## config.mk

```make
export PLATFORM = sky130hd
export DESIGN_NAME = pdp_pwm_dac
export DESIGN_NICKNAME = d
export VERILOG_FILES = /design/src/design/pdp_pkg.sv /design/src/design/pdp_pwm_dac.sv
export SDC_FILE = /design/constraint.sdc
export NUM_CORES = 1
export LEC_CHECK = 0
export BUFFER_PORTS_ARGS = -buffer_cell sky130_fd_sc_hd__buf_2
export CORE_AREA = 5 5 93 95
export CTS_CLUSTER_DIAMETER = 150
export DETAILED_ROUTE_END_ITERATION = 6
export DIE_AREA = 0 0 98 100
export HOLD_SLACK_MARGIN = 0.03
export PLACE_DENSITY = 0.71
export SLEW_MARGIN = 5
export SYNTH_ARGS = -nofsm -noshare
export SYNTH_HDL_FRONTEND = slang
export SYNTH_SLANG_ARGS = --single-unit
export TNS_END_PERCENT = 100
```

## constraint.sdc

```tcl
create_clock -name pclk -period 4.13 [get_ports pclk]
set_input_delay 0 -clock pclk [delete_from_list [all_inputs] [get_ports pclk]]
set_output_delay 0 -clock pclk [all_outputs]
set_load 0.02 [all_outputs]
```

## src/design/pdp_pkg.sv

```systemverilog
// Purpose: constants and types for the pulse-division PWM DAC
// Assumes: APB slave, 32-bit data, one register per aligned word
// Notes:   register byte address is four times its index
package pdp_pkg;

   // ----------------------------------------------------------------
   // bus and register map
   // ----------------------------------------------------------------
   localparam int          ADDR_W        = 18;
   localparam int          DATA_W        = 32;
   localparam logic [15:0] IDX_CLK_SEL   = 16'hFFD0;
   localparam logic [15:0] IDX_LVL_UPPER = 16'hFFD1;
   localparam logic [15:0] IDX_LVL_LOWER = 16'hFFD2;

   // ----------------------------------------------------------------
   // reset values and field layout
   // ----------------------------------------------------------------
   localparam logic [7:0]  CLK_SEL_RESET   = 8'hFE;
   localparam logic [7:0]  LVL_UPPER_RESET = 8'hC0;
   localparam logic [7:0]  LVL_LOWER_RESET = 8'h00;
   localparam int          SEL_BIT         = 0;
   localparam int          UPPER_MSB       = 5;
   localparam logic [7:0]  READ_ALL_ONES   = 8'hFF;

   // ----------------------------------------------------------------
   // timing: periods and step lengths in pclk cycles, level offset in resolution steps
   // ----------------------------------------------------------------
   localparam int          LEVEL_W        = 14;
   localparam int          PULSES         = 64;
   localparam int          SLOT_IDX_W     = 6;
   localparam int          SLOT_POS_W     = 8;
   localparam int          PERIOD_FAST    = 16384;
   localparam int          PERIOD_SLOW    = 32768;
   localparam int          STEP_FAST      = 1;
   localparam int          STEP_SLOW      = 2;
   localparam logic [1:0]  DIV_SLOW_LAST  = 2'(STEP_SLOW - 1);
   localparam logic [LEVEL_W:0] LEVEL_OFFSET = 15'(PULSES);

   typedef struct packed {
      logic                 period_select;
      logic [LEVEL_W-1:0]   level;
   } pdp_cfg_t;

   localparam pdp_cfg_t CFG_RESET = '{period_select: 1'b0,
                                      level: '0};

endpackage

```

## src/design/pdp_pwm_dac.sv

```systemverilog
// Purpose: 14-bit pulse-division PWM, used as a DAC behind a filter
// Assumes: single clock pclk; APB master holds requests until pready
// Notes:   one wait state on every APB access; all outputs registered
//
// Summary of operation
// RL1 - select 0 gives 16384-clock period, select 1 gives 32768 clocks
// RL2 - high-time step is one clock fast, two clocks slow
// RL3 - period select is write-only; register reads all ones
// RL4 - reset clears period select, fast period by default
// RL5 - level is six upper bits plus eight lower bits
// RL6 - software writes lower byte first, then upper byte
// RL7 - upper byte write latches the full 14-bit level
// RL8 - both level registers read as all ones
// RL9 - reset level is zero, upper register reads C0 stored
// RL10 - each period holds 64 pulses sharing the high time
// RL11 - total high time is (level + 64) times half input period
// RL12 - input clock period is 2 or 4 system clocks
// RL13 - software routes the port pin to PWM before setup
// RL14 - new level starts at next period boundary
// RL15 - 64 equal slots, high time spread evenly over slots
`timescale 1ns/100ps
`default_nettype none
module pdp_pwm_dac
   import pdp_pkg::*;
(
   input  wire logic                      pclk,
   input  wire logic                      presetn,
   input  wire logic                      psel,
   input  wire logic                      penable,
   input  wire logic                      pwrite,
   input  wire logic [pdp_pkg::ADDR_W-1:0] paddr,
   input  wire logic [pdp_pkg::DATA_W-1:0] pwdata,
   output logic      [pdp_pkg::DATA_W-1:0] prdata,
   output logic                           pready,
   output logic                           pslverr,
   output logic                           pwm_out
);
   import pdp_pkg::*;

   // ----------------------------------------------------------------
   // helpers
   // ----------------------------------------------------------------
   function automatic logic [ADDR_W-1:0] byte_addr(
      input logic [15:0] idx);
      byte_addr = {idx, 2'b00};
   endfunction

   function automatic logic [SLOT_IDX_W-1:0] bit_rev(
      input logic [SLOT_IDX_W-1:0] v);
      logic [SLOT_IDX_W-1:0] r;
      r = '0;
      for (int i = 0; i < SLOT_IDX_W; i++) begin
         r[i] = v[SLOT_IDX_W-1-i];
      end
      bit_rev = r;
   endfunction

   // ----------------------------------------------------------------
   // APB slave
   // ----------------------------------------------------------------
   logic                 pready_reg;
   logic [DATA_W-1:0]    prdata_reg;
   logic                 pslverr_reg;
   logic                 sel_clk;
   logic                 sel_upper;
   logic                 sel_lower;
   logic                 mapped;
   logic                 xfer_done;

   assign sel_clk   = (paddr == byte_addr(IDX_CLK_SEL));
   assign sel_upper = (paddr == byte_addr(IDX_LVL_UPPER));
   assign sel_lower = (paddr == byte_addr(IDX_LVL_LOWER));
   assign mapped    = sel_clk | sel_upper | sel_lower;
   assign xfer_done = psel & penable & pready_reg;

   // one wait state: answer at second edge of access phase
   always_ff @(posedge pclk or negedge presetn) begin
      if (!presetn) begin
         pready_reg  <= 1'b0;
         prdata_reg  <= '0;
         pslverr_reg <= 1'b0;
      end else if (psel && penable && !pready_reg) begin
         pready_reg  <= 1'b1;
         pslverr_reg <= ~mapped;
         // RL3 RL8 write-only reads
         if (!pwrite && mapped) begin
            prdata_reg <= {{(DATA_W-8){1'b0}}, READ_ALL_ONES};
         end else begin
            prdata_reg <= '0;
         end
      end else begin
         pready_reg  <= 1'b0;
         pslverr_reg <= 1'b0;
         prdata_reg  <= '0;
      end
   end

   assign prdata  = prdata_reg;
   assign pready  = pready_reg;
   assign pslverr = pslverr_reg;

   // ----------------------------------------------------------------
   // software-visible registers
   // ----------------------------------------------------------------
   logic                 sel_sw_reg;
   logic [UPPER_MSB:0]   upper_reg;
   logic [7:0]           lower_reg;
   logic                 pending_reg;
   logic [LEVEL_W-1:0]   pending_lvl_reg;
   logic                 period_start;
   logic                 wr_upper;

   assign wr_upper = xfer_done & pwrite & sel_upper;

   // RL4 clock select register
   always_ff @(posedge pclk or negedge presetn) begin
      if (!presetn) begin
         sel_sw_reg <= CLK_SEL_RESET[SEL_BIT];
      end else if (xfer_done && pwrite && sel_clk) begin
         sel_sw_reg <= pwdata[SEL_BIT];
      end
   end

   // RL9 RL5 level byte registers
   always_ff @(posedge pclk or negedge presetn) begin
      if (!presetn) begin
         upper_reg <= LVL_UPPER_RESET[UPPER_MSB:0];
         lower_reg <= LVL_LOWER_RESET;
      end else if (xfer_done && pwrite) begin
         if (sel_upper) begin
            upper_reg <= pwdata[UPPER_MSB:0];
         end
         if (sel_lower) begin
            lower_reg <= pwdata[7:0];
         end
      end
   end

   // RL7 RL6 latch on upper write; new write beats boundary consume
   always_ff @(posedge pclk or negedge presetn) begin
      if (!presetn) begin
         pending_reg     <= 1'b0;
         pending_lvl_reg <= '0;
      end else if (wr_upper) begin
         pending_reg     <= 1'b1;
         pending_lvl_reg <= {pwdata[UPPER_MSB:0], lower_reg};
      end else if (period_start) begin
         pending_reg     <= 1'b0;
      end
   end

   // ----------------------------------------------------------------
   // active configuration
   // ----------------------------------------------------------------
   pdp_cfg_t cfg_reg;

   // RL14 swap settings only between periods
   always_ff @(posedge pclk or negedge presetn) begin
      if (!presetn) begin
         cfg_reg <= CFG_RESET;
      end else if (period_start) begin
         cfg_reg.period_select <= sel_sw_reg;
         if (pending_reg) begin
            cfg_reg.level <= pending_lvl_reg;
         end
      end
   end

   // ----------------------------------------------------------------
   // step divider
   // ----------------------------------------------------------------
   logic [1:0] div_reg;
   logic       step_en;

   // RL12 RL2 step is half the input clock period
   assign step_en = ~cfg_reg.period_select | (div_reg == DIV_SLOW_LAST);

   always_ff @(posedge pclk or negedge presetn) begin
      if (!presetn) begin
         div_reg <= '0;
      end else if (step_en) begin
         div_reg <= '0;
      end else begin
         div_reg <= div_reg + 2'd1;
      end
   end

   // ----------------------------------------------------------------
   // waveform generator
   // ----------------------------------------------------------------
   logic [LEVEL_W-1:0]    pos_reg;
   logic [SLOT_IDX_W-1:0] slot;
   logic [SLOT_POS_W-1:0] in_slot;
   logic [LEVEL_W:0]      total;
   logic [SLOT_POS_W:0]   base;
   logic                  extra;
   logic [SLOT_POS_W+1:0] high_len;
   logic                  high_now;

   // RL1 one period is 2^14 steps
   always_ff @(posedge pclk or negedge presetn) begin
      if (!presetn) begin
         pos_reg <= '0;
      end else if (step_en) begin
         pos_reg <= pos_reg + 14'd1;
      end
   end

   assign period_start = step_en & (&pos_reg);

   // RL15 RL10 equal slots, remainder by bit-reversed order
   assign slot     = pos_reg[LEVEL_W-1 -: SLOT_IDX_W];
   assign in_slot  = pos_reg[SLOT_POS_W-1:0];
   // RL11 level plus 64 steps per period
   assign total    = {1'b0, cfg_reg.level} + LEVEL_OFFSET;
   assign base     = total[LEVEL_W:SLOT_IDX_W];
   assign extra    = bit_rev(slot) < total[SLOT_IDX_W-1:0];
   assign high_len = {1'b0, base} + {{(SLOT_POS_W+1){1'b0}}, extra};
   assign high_now = {2'b00, in_slot} < high_len;

   always_ff @(posedge pclk or negedge presetn) begin
      if (!presetn) begin
         pwm_out <= 1'b0;
      end else begin
         pwm_out <= high_now;
      end
   end

endmodule // pdp_pwm_dac
`default_nettype wire

```

==> impl_metrics.yaml <==
timing:
  whs_ns: 0.2287
  setup_tns_ns: 0
  fin_skew_ns: 0.01033
  fmax_mhz: 291.8
  finalCriticalPeriod_ns: 3.427
  slew_viol_final: 0
  finalSetupViolCount: 0
  timing.final.crit_share_pct: 82.97
  slew-limit-headroom_pct: 52.03
  grt_setup_unrepaired: "false"
  worstMarginPinSlew_ns: 0.7195
  layout_setup_ws_ns: 0.7033
  final_hold_viol_count: 0
worst_setup_path:
  crit_chain: "ha_1, a21o_1, a21o_1, a21oi_1, o21a_1, ha_1, ha_1, a21boi_0, o21ai_0, a21boi_0, o21bai_1, xor2_1, ha_1, o21ai_0, a32oi_1, nand3_1"
  critPathRequiredTime_ns: 4.33
  worst-path-buf-inv: 0
  cp_data_arrival_time_ns: 3.63
  cp-end-kind: "flop"
  cp_max_fo: 5
  cpMaxStageDelayCell: "dfrtp_1"
  crit_top_cell: "ha_1"
  crit_family: "compound AO/OA/AOI/OAI gates"
  crit_path_start_kind: "flop"
  critical_path_class: "flop to flop"
  crit_path_max_incr_delay_ns: 0.42
finish:
  stdcell_count: 457
  post-route-util_pct: 49.12
  final_area_mm2: 0.003756
  nets: 422
  area_delta_synth_final_pct: 15.64
  largest_reg_flops: 15
  diodes: 0
  drive_gt1_share_pct: 26.76
clock_network:
  cts_tree: "built"
  cts.clk_slew.worst_paths_ns: 0.07
  clockBufferDepth: 2
  cts_buffers: 9
  clock-sinks: 59
  cts_resized: 0
  clk-insertion-delay-late_ns: 0.33
  clock-root-buffer: "clkbuf_8"
  h-tree-depth: 3
floorplan:
  rows: 32
  dieArea_mm2: 0.009800
  die_x_um: 98
  initial_core_util_pct: 42.47
  dieHeight_um: 100
  pin_count: 90
  core-area_mm2: 0.007647
detailed_routing:
  num_vias: 2184
  vias_per_cell: 4.779
  firstDrtPassIters: 4
  final_antenna_net_count: 0
  wl_per_cell_um: 12.55
  drcViolationCount: 0
  drt-total-wl_um: 5737
  drt_iter0_markers: 121
pwr:
  leakagePower_nw: 1.858
  p_per_area_mw_per_mm2: 315.5
  total_power_mw: 1.185
  ir_drop_mv: 0.2433
global_routing:
  grt_overflow: 0
  grt_antenna_before_repair: 0
  grt_pass1_wl_um: 9632
  grt_max_degree: 60
  grt.total_usage_pct: 12.17
  grt_pass1_vias: 2155
yosys:
  synth.distinct_cells: 41
  yosysWarnings: 0
  synth_ff_type: "dfrtp_1"
  synth_top_area_share_pct: 45.45
  synth_top_cells_by_count: "dfrtp_1 (59), buf_4 (31), nand2_1 (30)"
  netlist_top_cells_area: "dfrtp_1 (45%), mux2_2 (8.0%), buf_4 (7.2%)"
  synth_cells: 297
  ys_ff_latch: 59
  yosysMostFrequentCell: "dfrtp_1"
  async_flop_share_pct: 100.0
  synth-edff-count: 0
  avgSynthCellArea_um2: 10.94
  ys_seq_area_share_pct: 45.45
  synth_top_area_cell: "dfrtp_1"
  synth_area_mm2: 0.003248
placed_design:
  dp_slack_ns: 0.7353
  place_area_mm2: 0.003388
  dp_hpwl_um: 4152
  gp_congestion: 0.8509
  dp.cells: 425
  io_buffers: 41
outcome:
  outcome: "finished clean"
worst_hold_path:
  hold_path.class: "primary input to flop"
flow_run:
  maxCapViolations: 0
-- cells by family (layout without fill, tap and decap cells) --
| logic type | count (synthesis) | count (layout) | share of synthesized area [%] |
|---|---|---|---|
| AND/OR/NAND/NOR | 85 | 85 | 13.44 |
| flip-flops | 59 | 59 | 45.45 |
| buffers and inverters | 51 | 86 | 10.21 |
| multiplexers | 32 | 32 | 12.13 |
| AO/OA/AOI/OAI | 28 | 28 | 5.624 |
| XOR/XNOR | 24 | 24 | 6.471 |
| adder cells (fa/ha/maj) | 17 | 17 | 6.548 |
| other | 1 | 24 | 0.1155 |
-- placed cells by master, fill, tap and decap left out, drive strengths merged, types with 4 or more instances in the layout --
cell / n
nor3: 5
dlygate4sd3: 16
a21o: 4
buf: 42
nand4: 7
nand3: 12
mux2: 32
xnor2: 14
dfrtp: 59
xor2: 10
clkbuf: 9
inv: 16
nand2: 30
nor2: 10
a21oi: 5
conb: 24
ha: 17
o21ai: 8
-- worst register-to-register path, cell delays in order (launching register included) --
cell      delay, ns
dfrtp_1        0.42
ha_1           0.29
a21o_1         0.15
a21o_1         0.17
a21oi_1        0.15
o21a_1         0.15
ha_1           0.21
ha_1           0.29
a21boi_0       0.20
o21ai_0        0.09
a21boi_0       0.25
o21bai_1       0.13
xor2_1         0.16
ha_1           0.29
o21ai_0        0.09
a32oi_1        0.16
nand3_1        0.10
-- layout make-up --
class	instances	area, um^2
inverter	12	45.04
sequential	59	1476
multi-input combinational	210	1526
fill	668	3891
clock buffer	9	123.9
tap	102	127.6
clock inverter	7	83.83
timing repair buffer	58	372.9
-- what timing repair did --
action | in CTS | in global routing
buffers inserted | 0 | 0
hold buffers | 16 | 0
hold endpoints to repair | 77 | 0
-- routing by layer --
| layer | global-route usage [%] | up-vias | part of all wire, % |
|---|---|---|---|
| met1 | 14.42 | 1027 | 45 |
| met2 | 20.05 | 69 | 47 |
| li1 | - | 1080 | - |
| met5 | 0 | - | 0 |
| met3 | 3.822 | 8 | 6.2 |
| met4 | 6.070 | 0 | 1.3 |
-- where the power goes --
part,leakage [nW],switching [mW],internal [mW]
clock network,0.103,0.252,0.290
logic,0.952,0.0421,0.0226
registers,0.803,0.000496,0.578
total,1.86,0.294,0.891
-- path summary, 6_finish.rpt --
kind | start | endpoint | slack (ns) | cells past startpoint
worst max-delay path | pos_reg[12] | pwm_out | 0.70 | 16
worst min-delay path | paddr[8] | sel_sw_reg | 0.23 | 5
worst max register to register | pos_reg[12] | pwm_out | 0.70 | 16
worst min register to register | div_reg[0] | div_reg[0] | 0.44 | 1
max in group asynchronous | presetn | cfg_reg[6] | 3.31 | 3
min in group asynchronous | presetn | div_reg[1] | 0.34 | 3
Power figures use the tool's default switching activity.
